[config.mk]
export PLATFORM = sky130hd
export DESIGN_NAME = pt_timer
export DESIGN_NICKNAME = d
export VERILOG_FILES = /design/src/hw/pt_timer.v
export VERILOG_INCLUDE_DIRS = /design/src /design/src/hw
export SDC_FILE = /design/constraint.sdc
export NUM_CORES = 1
export LEC_CHECK = 0
export ABC_AREA = 1
export ABC_CLOCK_PERIOD_IN_PS = 4630
export BUFFER_PORTS_ARGS = -buffer_cell sky130_fd_sc_hd__buf_2
export CORE_MARGIN = 2
export CORE_UTILIZATION = 61
export CTS_CLUSTER_DIAMETER = 60
export DETAILED_ROUTE_END_ITERATION = 7
export GPL_ROUTABILITY_DRIVEN = 0
export PLACE_DENSITY = 0.86
export SLEW_MARGIN = 20
export SYNTH_ARGS = -nofsm -noshare
export SYNTH_HDL_FRONTEND = slang
export SYNTH_SLANG_ARGS = --single-unit
[constraint.sdc]
create_clock -name clock -period 4.63 [get_ports clock]
set_input_delay 0.2315 -clock clock [delete_from_list [all_inputs] [get_ports clock]]
set_output_delay 0.2315 -clock clock [all_outputs]
set_load 0.1 [all_outputs]
[src/hw/pt_timer_defines.vh]
// Constants for the periodic timer: register offsets, field positions,
// mode and pin-action encodings, clock selects and reset values.
// Assumes an Avalon-MM byte address with one 32-bit word per register.
`ifndef PT_TIMER_DEFINES_VH
`define PT_TIMER_DEFINES_VH

// Register byte offsets
`define PT_OFS_CTRL0 6'h00
`define PT_OFS_CTRL1 6'h04
`define PT_OFS_CNTL 6'h08
`define PT_OFS_CNTH 6'h0c
`define PT_OFS_CMPAL 6'h10
`define PT_OFS_CMPAH 6'h14
`define PT_OFS_PERL 6'h18
`define PT_OFS_PERH 6'h1c
`define PT_OFS_FLAGS 6'h20

// Control 0 fields
`define PT_C0_PAUSE 7
`define PT_C0_CK_HI 6
`define PT_C0_CK_LO 4
`define PT_C0_ON 3
`define PT_C0_WMASK 8'hf8

// Control 1 fields
`define PT_C1_MODE_HI 7
`define PT_C1_MODE_LO 6
`define PT_C1_IO_HI 5
`define PT_C1_IO_LO 4
`define PT_C1_OC 3
`define PT_C1_POL 2
`define PT_C1_CAPTS 1
`define PT_C1_CCLR 0

// Flag register fields, write one to clear
`define PT_FL_A 0
`define PT_FL_P 1

// Operating modes
`define PT_MODE_CMP 2'b00
`define PT_MODE_CAP 2'b01
`define PT_MODE_PWM 2'b10
`define PT_MODE_TC 2'b11

// Pin-action codes
`define PT_IO_00 2'b00
`define PT_IO_01 2'b01
`define PT_IO_10 2'b10
`define PT_IO_11 2'b11

// Counter clock selects
`define PT_CK_DIV4 3'b000
`define PT_CK_SYS 3'b001
`define PT_CK_DIV16 3'b010
`define PT_CK_DIV64 3'b011
`define PT_CK_SUBA 3'b100
`define PT_CK_SUBB 3'b101
`define PT_CK_EXTR 3'b110
`define PT_CK_EXTF 3'b111

// Prescaler masks, a tick when all masked bits are ones
`define PT_DIV_W 6
`define PT_MASK4 6'h03
`define PT_MASK16 6'h0f
`define PT_MASK64 6'h3f

// Counter and register values
`define PT_CNT_ZERO 10'h000
`define PT_CNT_ONE 10'h001
`define PT_CNT_MAX 10'h3ff
`define PT_BYTE_ZERO 8'h00
`define PT_HIGH_PAD 6'h00
`define PT_RDATA_PAD 24'h000000

`endif

[src/hw/pt_timer.v]
// Periodic 10-bit timer: counter, comparators A and P, five modes,
// byte-wide registers behind an Avalon-MM slave with waitrequest.
// Assumes pins are synchronous to clock; subClockTick is a one-cycle
// strobe from the slow sub clock domain, already synchronised.
//
// The register offsets and the Avalon-MM interface to the registers are this design's own decisions.
`include "pt_timer_defines.vh"

module pt_timer #(
    parameter ADDR_W = 6,
    parameter DATA_W = 32,
    parameter CNT_W = 10
)(
    input wire clock,
    input wire reset,
    input wire clockEnable,
    input wire [ADDR_W-1:0] address,
    input wire read,
    input wire write,
    input wire [DATA_W-1:0] writedata,
    input wire [3:0] byteenable,
    output reg [DATA_W-1:0] readdata,
    output reg waitrequest,
    input wire extClockPin,
    input wire captureInputPin,
    input wire subClockTick,
    output reg timerOutputPin,
    output reg timerOutputEn
);

    // Zero-extend a byte onto the bus word
    function [DATA_W-1:0] busWord;
        input [7:0] b;
        begin
            busWord = {`PT_RDATA_PAD, b};
        end
    endfunction

    // High register view: bits 9..8 low, unimplemented bits zero
    function [7:0] highBits;
        input [CNT_W-1:0] v;
        begin
            highBits = {`PT_HIGH_PAD, v[CNT_W-1:8]};
        end
    endfunction

    reg [7:0] ctrl0_r;
    reg [7:0] ctrl1_r;
    reg [CNT_W-1:0] cnt_r;
    reg [CNT_W-1:0] cmpA_r;
    reg [CNT_W-1:0] per_r;
    reg flagA_r;
    reg flagP_r;
    reg enPrev_r;
    reg pinLvl_r;
    reg extPrev_r;
    reg capPrev_r;
    reg [`PT_DIV_W-1:0] div_r;
    reg [DATA_W-1:0] rdata_nxt;
    reg tick;
    reg pwmAct;
    reg lvl;
    reg capEdge;

    wire en = ctrl0_r[`PT_C0_ON];
    wire pause = ctrl0_r[`PT_C0_PAUSE];
    wire [2:0] ckSel = ctrl0_r[`PT_C0_CK_HI:`PT_C0_CK_LO];
    wire [1:0] mode = ctrl1_r[`PT_C1_MODE_HI:`PT_C1_MODE_LO];
    wire [1:0] pinAct = ctrl1_r[`PT_C1_IO_HI:`PT_C1_IO_LO];
    wire outLvlCtrl = ctrl1_r[`PT_C1_OC];
    wire invert = ctrl1_r[`PT_C1_POL];
    wire capSrc = ctrl1_r[`PT_C1_CAPTS];
    wire clrSel = ctrl1_r[`PT_C1_CCLR];

    // Bus handshake: accept only on the cycle waitrequest is low
    wire reqTaken = (read | write) & ~waitrequest;
    wire wrLow = write & ~waitrequest & byteenable[0];
    wire [7:0] wb = writedata[7:0];

    // Mode decode
    wire singlePulse = (mode == `PT_MODE_PWM) && (pinAct == `PT_IO_11);
    wire cmpLike = (mode == `PT_MODE_CMP) || (mode == `PT_MODE_TC);

    // Edges on the external pins, compared against last cycle's level
    // Last levels reset low, the pins' idle level, so no false edge follows reset
    wire extRise = extClockPin & ~extPrev_r;
    wire extFall = ~extClockPin & extPrev_r;
    wire capRise = captureInputPin & ~capPrev_r;
    wire capFall = ~captureInputPin & capPrev_r;
    wire enRise = en & ~enPrev_r;

    // Comparator results
    // A period of zero stands for the full 1024-count cycle
    wire perZero = (per_r == `PT_CNT_ZERO);
    wire atMax = (cnt_r == `PT_CNT_MAX);
    wire aHit = (cmpA_r != `PT_CNT_ZERO) && (cnt_r == cmpA_r);
    wire pHit = perZero ? atMax : (cnt_r == per_r);
    wire [CNT_W-1:0] pwmEnd = perZero ? `PT_CNT_MAX : per_r - `PT_CNT_ONE;
    wire pwmAHit = (cnt_r == cmpA_r);
    wire run = en & ~pause & tick;
    wire [CNT_W-1:0] cntInc = cnt_r + `PT_CNT_ONE;

    // Counter clock select; sub clock arrives as a strobe already
    always @*
    begin
        case (ckSel)
            `PT_CK_DIV4: tick = ((div_r & `PT_MASK4) == `PT_MASK4);
            `PT_CK_SYS: tick = 1'b1;
            `PT_CK_DIV16: tick = ((div_r & `PT_MASK16) == `PT_MASK16);
            `PT_CK_DIV64: tick = ((div_r & `PT_MASK64) == `PT_MASK64);
            `PT_CK_SUBA: tick = subClockTick;
            `PT_CK_SUBB: tick = subClockTick;
            `PT_CK_EXTR: tick = extRise;
            `PT_CK_EXTF: tick = extFall;
            default: tick = 1'b0;
        endcase
    end

    // Capture trigger selection; the pin is sensed even if shared as output
    always @*
    begin
        case (pinAct)
            `PT_IO_00: capEdge = capSrc ? extRise : capRise;
            `PT_IO_01: capEdge = capSrc ? extFall : capFall;
            `PT_IO_10: capEdge = capSrc ? (extRise | extFall) : (capRise | capFall);
            default: capEdge = 1'b0;
        endcase
    end

    // PWM active phase; a duty at or past the period holds the pin active
    always @*
    begin
        pwmAct = (cnt_r < cmpA_r) || ({1'b0, cmpA_r} >= {perZero, per_r});
        case (pinAct)
            `PT_IO_00: lvl = ~outLvlCtrl;
            `PT_IO_01: lvl = outLvlCtrl;
            `PT_IO_10: lvl = outLvlCtrl ? (en & pwmAct) : ~(en & pwmAct);
            `PT_IO_11: lvl = outLvlCtrl ? en : ~en;
            default: lvl = 1'b0;
        endcase
        if (mode == `PT_MODE_CMP)
        begin
            lvl = pinLvl_r;
        end
    end

    // Read mux; unmapped offsets return zero
    always @*
    begin
        case (address)
            `PT_OFS_CTRL0: rdata_nxt = busWord(ctrl0_r);
            `PT_OFS_CTRL1: rdata_nxt = busWord(ctrl1_r);
            `PT_OFS_CNTL: rdata_nxt = busWord(cnt_r[7:0]);
            `PT_OFS_CNTH: rdata_nxt = busWord(highBits(cnt_r));
            `PT_OFS_CMPAL: rdata_nxt = busWord(cmpA_r[7:0]);
            `PT_OFS_CMPAH: rdata_nxt = busWord(highBits(cmpA_r));
            `PT_OFS_PERL: rdata_nxt = busWord(per_r[7:0]);
            `PT_OFS_PERH: rdata_nxt = busWord(highBits(per_r));
            `PT_OFS_FLAGS: rdata_nxt = busWord({`PT_HIGH_PAD, flagP_r, flagA_r});
            default: rdata_nxt = busWord(`PT_BYTE_ZERO);
        endcase
    end

    // Bus slave: one wait cycle, then a one-cycle acknowledge
    // A request held while clock enable is low is answered once it returns high
    always @(posedge clock)
    begin
        if (reset)
        begin
            waitrequest <= 1'b1;
            readdata <= {DATA_W{1'b0}};
        end
        else if (clockEnable)
        begin
            if ((read | write) & waitrequest)
            begin
                waitrequest <= 1'b0;
                readdata <= rdata_nxt;
            end
            else
            begin
                waitrequest <= 1'b1;
            end
        end
    end

    // Timer core: software writes first, hardware events override them
    // Placing hardware sets after the write block makes a same-cycle set beat a clear
    always @(posedge clock)
    begin
        if (reset)
        begin
            ctrl0_r <= `PT_BYTE_ZERO;
            ctrl1_r <= `PT_BYTE_ZERO;
            cnt_r <= `PT_CNT_ZERO;
            cmpA_r <= `PT_CNT_ZERO;
            per_r <= `PT_CNT_ZERO;
            flagA_r <= 1'b0;
            flagP_r <= 1'b0;
            enPrev_r <= 1'b0;
            pinLvl_r <= 1'b0;
            extPrev_r <= 1'b0;
            capPrev_r <= 1'b0;
            div_r <= {`PT_DIV_W{1'b0}};
        end
        else if (clockEnable)
        begin
            // Prescaler runs free; its phase is not tied to the enable
            div_r <= div_r + 1'b1;
            extPrev_r <= extClockPin;
            capPrev_r <= captureInputPin;
            enPrev_r <= en;
            if (wrLow)
            begin
                case (address)
                    `PT_OFS_CTRL0: ctrl0_r <= wb & `PT_C0_WMASK;
                    `PT_OFS_CTRL1: ctrl1_r <= wb;
                    `PT_OFS_CMPAL: cmpA_r[7:0] <= wb;
                    `PT_OFS_CMPAH: cmpA_r[CNT_W-1:8] <= wb[1:0];
                    `PT_OFS_PERL: per_r[7:0] <= wb;
                    `PT_OFS_PERH: per_r[CNT_W-1:8] <= wb[1:0];
                    `PT_OFS_FLAGS:
                    begin
                        // Write one to clear; a same-cycle set below wins
                        if (wb[`PT_FL_A])
                        begin
                            flagA_r <= 1'b0;
                        end
                        if (wb[`PT_FL_P])
                        begin
                            flagP_r <= 1'b0;
                        end
                    end
                    default: ;
                endcase
            end

            // External pin edge arms a single pulse
            // Only a rising edge arms, so a pin held high cannot re-arm after a match
            if (singlePulse && !en && extRise)
            begin
                ctrl0_r[`PT_C0_ON] <= 1'b1;
            end

            // Enable rise restarts from zero and reloads the initial pin level
            if (enRise)
            begin
                cnt_r <= `PT_CNT_ZERO;
                pinLvl_r <= outLvlCtrl;
            end
            else if (run)
            begin
                if (cmpLike)
                begin
                    if (aHit)
                    begin
                        flagA_r <= 1'b1;
                        // Pin follows A matches only, never P
                        case (pinAct)
                            `PT_IO_01: pinLvl_r <= 1'b0;
                            `PT_IO_10: pinLvl_r <= 1'b1;
                            `PT_IO_11: pinLvl_r <= ~pinLvl_r;
                            default: pinLvl_r <= pinLvl_r;
                        endcase
                    end
                    if (clrSel)
                    begin
                        cnt_r <= aHit ? `PT_CNT_ZERO : cntInc;
                    end
                    else if (pHit)
                    begin
                        cnt_r <= `PT_CNT_ZERO;
                        flagP_r <= 1'b1;
                    end
                    else
                    begin
                        cnt_r <= cntInc;
                    end
                end
                else if (mode == `PT_MODE_PWM)
                begin
                    if (singlePulse)
                    begin
                        // Period and clear-select have no say here
                        cnt_r <= cntInc;
                        if (aHit)
                        begin
                            flagA_r <= 1'b1;
                            ctrl0_r[`PT_C0_ON] <= 1'b0;
                        end
                    end
                    else
                    begin
                        cnt_r <= (cnt_r == pwmEnd) ? `PT_CNT_ZERO : cntInc;
                        if (pwmAHit)
                        begin
                            flagA_r <= 1'b1;
                        end
                        if (cnt_r == pwmEnd)
                        begin
                            flagP_r <= 1'b1;
                        end
                    end
                end
                else
                begin
                    // Capture mode runs free, bounded by the period
                    if (pHit)
                    begin
                        cnt_r <= `PT_CNT_ZERO;
                        flagP_r <= 1'b1;
                    end
                    else
                    begin
                        cnt_r <= cntInc;
                    end
                end
            end

            // Capture overrides a software write to compare A in the same cycle
            // A stopped timer takes no captures, whatever the pins do
            if ((mode == `PT_MODE_CAP) && en && capEdge)
            begin
                cmpA_r <= cnt_r;
                flagA_r <= 1'b1;
            end
        end
    end

    // Pin stage; timer mode and capture mode leave the pin to others
    // Invert acts last, so forced, PWM and pulse levels all follow it
    always @(posedge clock)
    begin
        if (reset)
        begin
            timerOutputPin <= 1'b0;
            timerOutputEn <= 1'b0;
        end
        else if (clockEnable)
        begin
            timerOutputPin <= invert ? ~lvl : lvl;
            timerOutputEn <= (mode == `PT_MODE_CMP) || (mode == `PT_MODE_PWM);
        end
    end

endmodule // pt_timer

==> results of run 1 <==
## registers in the layout, indices dropped and copies added (netlist names)
signal,count
capPrev_r,1
cmpA_r,10
cnt_r,10
ctrl0_r,5
ctrl1_r,8
div_r,6
enPrev_r,1
extPrev_r,1
flagA_r,1
flagP_r,1
per_r,10
pinLvl_r,1
readdata,8
timerOutputEn,1
timerOutputPin,1
waitrequest,1
## layer usage
layer	up-vias	global-route usage
met5	-	0
met4	0	0.2002
met3	82	0.05045
met2	326	0.5274
met1	2301	0.4161
li1	2383	-
## kinds of logic after synthesis
family,Yosys count,synth area share
AO/OA/AOI/OAI,179,0.2045
XOR/XNOR,16,0.02941
adder cells (fa/ha/maj),35,0.09189
buffers and inverters,143,0.1349
flip-flops,66,0.2772
other,1,0.0007869
AND/OR/NAND/NOR,277,0.2612
## placed cells by master, fill, tap and decap left out, drive strengths merged
cell / instances
o22ai: 11
o21a: 2
o41ai: 2
ha: 35
o211ai: 4
dfxtp: 66
a31oi: 7
nor3: 11
inv: 100
buf: 33
o21ai: 71
clkbuf: 10
nor2: 63
conb: 24
or2: 2
and2: 1
nand3b: 4
nor4: 3
a21oi: 70
a21o: 1
clkinvlp: 1
a22oi: 1
nand2: 142
nand3: 37
xnor2: 2
nand4: 13
o2111ai: 3
xor2: 14
nor3b: 1
clkinv: 6
o31ai: 6
a211oi: 1
## worst paths after layout
path                            startpoint                        to  slack [ns]  depth (start not counted)
setup / recovery   ctrl1_r[4]$_SDFFE_PP0P_    cmpA_r[1]$_SDFFE_PP0P_        1.88                         13
hold reg to reg   readdata[5]$_SDFFE_PP0P_  readdata[5]$_SDFFE_PP0P_        0.46                          2
hold / removal                 extClockPin    extPrev_r$_SDFFE_PP0P_        0.17                          3
setup reg to reg   ctrl1_r[4]$_SDFFE_PP0P_    cmpA_r[1]$_SDFFE_PP0P_        1.88                         13
## critical path, cell delays in order, from the launching register on
cell and delay, ns:
dfxtp_1 0.38, inv_1 0.13, ha_1 0.21, inv_1 0.13, o21ai_0 0.10, a211oi_1 0.17
nor2_1 0.06, nand2_1 0.34, inv_1 0.29, nand2_1 0.15, nand2_1 0.26, inv_1 0.20
o21ai_0 0.09, a21oi_1 0.16
## through the flow
stage          worst slack, ns  hold WS, ns    util
6_report                 1.881       0.1656  0.6615
5_1_grt                  1.665       0.1863  0.6615
4_1_cts                  2.004       0.1620  0.6608
3_5_place_dp             2.046       0.4556  0.6387
3_3_place_gp             2.122       0.4522  0.6387
2_1_floorplan            2.407       0.3105       -
## where the power goes
part,switching (µW),leakage (µW),total [µW],internal (µW)
clock network,235,0.0000879,439,204
registers,4.33,0.000534,577,573
logic,145,0.00155,168,22.6
## area by class of cell
class | count | area [µm²] | share of cell area
timing repair buffer | 33 | 165.2 | 0.03265
multi-input combinational | 531 | 2893 | 0.5719
clock inverter | 5 | 31.28 | 0.006184
tap | 102 | 127.6 | 0.02523
inverter | 102 | 382.9 | 0.07569
sequential | 66 | 1321 | 0.2612
clock buffer | 10 | 137.6 | 0.02721
==> results.sh, run 1 <==
export IMPL_crit_path_max_fanout=13
export IMPL_period_share=0.5938
export IMPL_syn_area_per_cell_um2=6.647
export IMPL_ys_warn_count=0
export IMPL_yosys_area_top_type="dfxtp_1"
export IMPL_htree_levels=3
export IMPL_avgRoutedWirePerCell_um=16.53
export IMPL_numPortBuffers=33
export IMPL_cts_resized=0
export IMPL_synthTopCellsByCount="140 x nand2_1, 91 x inv_1, 70 x a21oi_1"
export IMPL_cap_violations=0
export IMPL_ys_seq_area_frac=0.2772
export IMPL_yosysMostFrequentCell="nand2_1"
export IMPL_netlist_area_um2=4766
export IMPL_synth_cells=717
export IMPL_fp_dieH_um=92.39
export IMPL_numCtsBuffers=9
export IMPL_fin_cells=849
export IMPL_fin_crit_ns=2.749
export IMPL_finalPower_uw=1184
export IMPL_worstSetupPathType="reg -> reg"
export IMPL_dpl_cell_count=834
export IMPL_leakagePower_uw=0.002169
export IMPL_final_nets=828
export IMPL_drt_iter0_drc=606
export IMPL_setup_viol=0
export IMPL_postCtsSetupBuffers=0
export IMPL_drt_met1_wl_um=5417
export IMPL_vias=5092
export IMPL_start_kind="flop"
export IMPL_powerDensity_nw_per_um2=234.1
export IMPL_skew_ns=0.01105
export IMPL_worstPathRequired_ns=4.92
export IMPL_dpl_cell_area_um2=4885
export IMPL_async_flop_share=0
export IMPL_relSlewSlack=0.2778
export IMPL_final_area_um2=5059
export IMPL_firstDrtPassIters=6
export IMPL_synth_main_ff_cell="dfxtp_1"
export IMPL_synth_edf_count=0
export IMPL_route_detailed_drc=0
export IMPL_routed_top_layer="met4"
export IMPL_yosysTopAreaCellShare=0.2772
export IMPL_floorplan_die_area_um2=8536
export IMPL_grt_pass1_vias=4665
export IMPL_insertedDiodeCount=0
export IMPL_cp_arrival_ns=3.04
export IMPL_fp_row_count=32
export IMPL_status="completed"
export IMPL_hp_class="in -> reg"
export IMPL_finalHoldViolCount=0
export IMPL_grt_first_pass_wirelength_um=22110
export IMPL_yosys_cell_types_count=43
export IMPL_vias_per_cell=5.998
export IMPL_wl_met3_um=1518
export IMPL_drive_gt1_frac=0.09772
export IMPL_antenna_found_initial=0
export IMPL_finalMaxSlewViolations=0
export IMPL_max_clock_freq_mhz=363.7
export IMPL_synth_seq_cells=66
export IMPL_clock_root_buffer="clkbuf_8"
export IMPL_grt_overflow_total=0
export IMPL_rsz0062_at_grt="no"
export IMPL_clock_sinks=66
export IMPL_totalWireLength_um=14030
export IMPL_grtUsageTotal=0.3290
export IMPL_ir_drop_v=0.0002531
export IMPL_core_area_um2=7647
export IMPL_die_w_um=92.39
export IMPL_synthTopCellsByArea="dfxtp_1 28%, nand2_1 11%, ha_1 9.2%"
export IMPL_met2_length_um=6322
export IMPL_path_clk_slew_ns=0.08
export IMPL_cts_hold_fix_buffers=0
export IMPL_tns_ns=0
export IMPL_clk_latency_ns=0.35
export IMPL_antenna_left=0
export IMPL_worstMarginPinSlew_ns=1.077
export IMPL_fill_cells=687
export IMPL_clockBufferDepth=2
export IMPL_io_pins=85
export IMPL_synthToLayoutAreaGrowth_pct=6.143
export IMPL_critPathCaptureType="flop"
export IMPL_cts_tree="done"
export IMPL_hpwl_um=10510
export IMPL_start_util=0.6232
export IMPL_grt_max_degree=44
(Power assumes the default switching activity.)
==> inputs of run 2 (changes only) <==
--- a/config.mk
+++ b/config.mk
@@ -7,14 +7,14 @@
 export NUM_CORES = 1
 export LEC_CHECK = 0
 export ABC_AREA = 1
-export ABC_CLOCK_PERIOD_IN_PS = 4630
+export ABC_CLOCK_PERIOD_IN_PS = 2600
 export BUFFER_PORTS_ARGS = -buffer_cell sky130_fd_sc_hd__buf_2
 export CORE_MARGIN = 2
-export CORE_UTILIZATION = 61
+export CORE_UTILIZATION = 57
 export CTS_CLUSTER_DIAMETER = 60
 export DETAILED_ROUTE_END_ITERATION = 7
 export GPL_ROUTABILITY_DRIVEN = 0
-export PLACE_DENSITY = 0.86
+export PLACE_DENSITY = 0.81
 export SLEW_MARGIN = 20
 export SYNTH_ARGS = -nofsm -noshare
 export SYNTH_HDL_FRONTEND = slang
==> constraint.sdc (replaced) <==
create_clock -name clock -period 2.6 [get_ports clock]
set_input_delay 0.13 -clock clock [delete_from_list [all_inputs] [get_ports clock]]
set_output_delay 0.13 -clock clock [all_outputs]
set_load 0.1 [all_outputs]
==> results.sh, run 2 (synthesis results as in run 1) <==
export IMPL_powerDensity_nw_per_um2=451.1
export IMPL_fp_dieH_um=95.44
export IMPL_reg_top3="cmpA_r x10, cnt_r x10, per_r x10"
export IMPL_hp_class="in -> reg"
export IMPL_die_w_um=95.44
export IMPL_clk_latency_ns=0.35
export IMPL_grt_overflow_total=0
export IMPL_insertedDiodeCount=0
export IMPL_start_util=0.5830
export IMPL_totalWireLength_um=14460
export IMPL_worstPathRequired_ns=2.89
export IMPL_start_kind="flop"
export IMPL_worstSetupPathType="reg -> reg"
export IMPL_io_pins=85
export IMPL_max_clock_freq_mhz=410.6
export IMPL_cap_violations=0
export IMPL_ir_drop_v=0.0003609
export IMPL_mostFrequentLayoutCell="nand2_1"
export IMPL_grt_first_pass_wirelength_um=22310
export IMPL_route_detailed_drc=0
export IMPL_period_share=0.9367
export IMPL_tns_ns=0
export IMPL_firstDrtPassIters=7
export IMPL_cp_arrival_ns=2.72
export IMPL_avgRoutedWirePerCell_um=16.75
export IMPL_numCtsBuffers=9
export IMPL_antenna_left=0
export IMPL_path_clk_slew_ns=0.09
export IMPL_drt_iter0_drc=744
export IMPL_clock_sinks=66
export IMPL_rsz0062_at_grt="no"
export IMPL_fin_crit_ns=2.436
export IMPL_status="completed"
export IMPL_hold_ws_ns=0.06215
export IMPL_mostFrequentLayoutCells="139 x nand2_1, 91 x inv_1, 70 x a21oi_1"
export IMPL_fill_cells=760
export IMPL_synthToLayoutAreaGrowth_pct=8.952
export IMPL_dpl_worst_slack_ns=0.1587
export IMPL_finalHoldViolCount=0
export IMPL_hpwl_um=10690
export IMPL_grt_max_degree=25
export IMPL_layout_setup_ws_ns=0.1645
export IMPL_leakagePower_uw=0.002243
export IMPL_fp_row_count=33
export IMPL_antenna_found_initial=0
export IMPL_numPortBuffers=33
export IMPL_vias=5076
export IMPL_drive_gt1_frac=0.1108
export IMPL_clockBufferDepth=2
export IMPL_grt_pass1_vias=4613
export IMPL_floorplan_die_area_um2=9109
export IMPL_dpl_cell_area_um2=4964
export IMPL_core_area_um2=8175
export IMPL_crit_path_max_fanout=17
export IMPL_vias_per_cell=5.882
export IMPL_critPathCaptureType="flop"
export IMPL_setup_viol=0
export IMPL_grtUsageTotal=0.3223
export IMPL_skew_ns=0.01169
export IMPL_final_nets=838
export IMPL_cts_hold_fix_buffers=0
export IMPL_finalMaxSlewViolations=0
export IMPL_cts_tree="done"
export IMPL_clock_root_buffer="clkbuf_8"
export IMPL_htree_levels=3
export IMPL_final_area_um2=5192
[run 2: cell count changes in the layout (fill, tap and decap cells not counted), sizes merged]
cell / delta
buf: +10
clkinvlp: +1
clkinv: -4
inv: +2
bufinv: +2
[run 2: area by class of cell]
type | instances | area, µm² | area share
multi-input cells | 531 | 2890 | 0.5566
flip-flops and latches | 66 | 1321 | 0.2545
inverters | 102 | 382.9 | 0.07373
repair buffers | 43 | 240.2 | 0.04626
clock buffers | 10 | 137.6 | 0.02651
well taps | 105 | 131.4 | 0.02530
clock inverters | 6 | 88.84 | 0.01711
[run 2: worst paths after layout]
check                                 from                       end  slack, ns  cells past startpoint
setup / recovery     per_r[0]$_SDFFE_PP0P_      flagP_r$_SDFFE_PP0P_       0.16                     15
hold / removal                 extClockPin    extPrev_r$_SDFFE_PP0P_       0.06                      3
setup reg to reg     per_r[0]$_SDFFE_PP0P_      flagP_r$_SDFFE_PP0P_       0.16                     15
hold reg to reg   readdata[2]$_SDFFE_PP0P_  readdata[2]$_SDFFE_PP0P_       0.47                      2
[run 2: where the power goes]
group | leakage [µW] | switching (µW) | total [µW] | internal, µW
sequential | 0.000534 | 7.24 | 1030 | 1020
combinational | 0.00160 | 255 | 299 | 43.8
clock | 0.000109 | 448 | 1020 | 568
total | 0.00224 | 710 | 2340 | 1630
[run 2: metrics by stage]
stage	total power, µW	cells	utilization
floorplan	1320	740	-
global placement	1342	847	0.6071
detailed placement	1346	847	0.6071
CTS	2332	863	0.6348
global route	2409	863	0.6351
finish	2342	863	0.6351
[run 2: repair_timing]
action	4_1_cts	5_1_grt
gates resized for setup	0	1
setup endpoints to repair	0	11
buffers inserted	0	0
[run 2: worst max-delay path, cell delays in order (launching register included)]
cell and delay (ns):
dfxtp_1 0.34, inv_2 0.12, ha_1 0.22, nand2_4 0.10, nor2_8 0.15, nand4_4 0.23, nand2_1 0.15, xor2_1 0.16
nand2_1 0.07, nor2_1 0.15, nand3_1 0.10, nand2_1 0.08, nand2_2 0.15, nand2_1 0.10, nand2_1 0.08, a21oi_1 0.15
[run 2: layer usage]
metal	part of all wire	track usage	up-vias
li1	-	-	2404
met1	0.39	0.3935	2313
met2	0.46	0.5305	287
met3	0.097	0.07273	72
met4	0.044	0.1655	0
met5	0	0	-
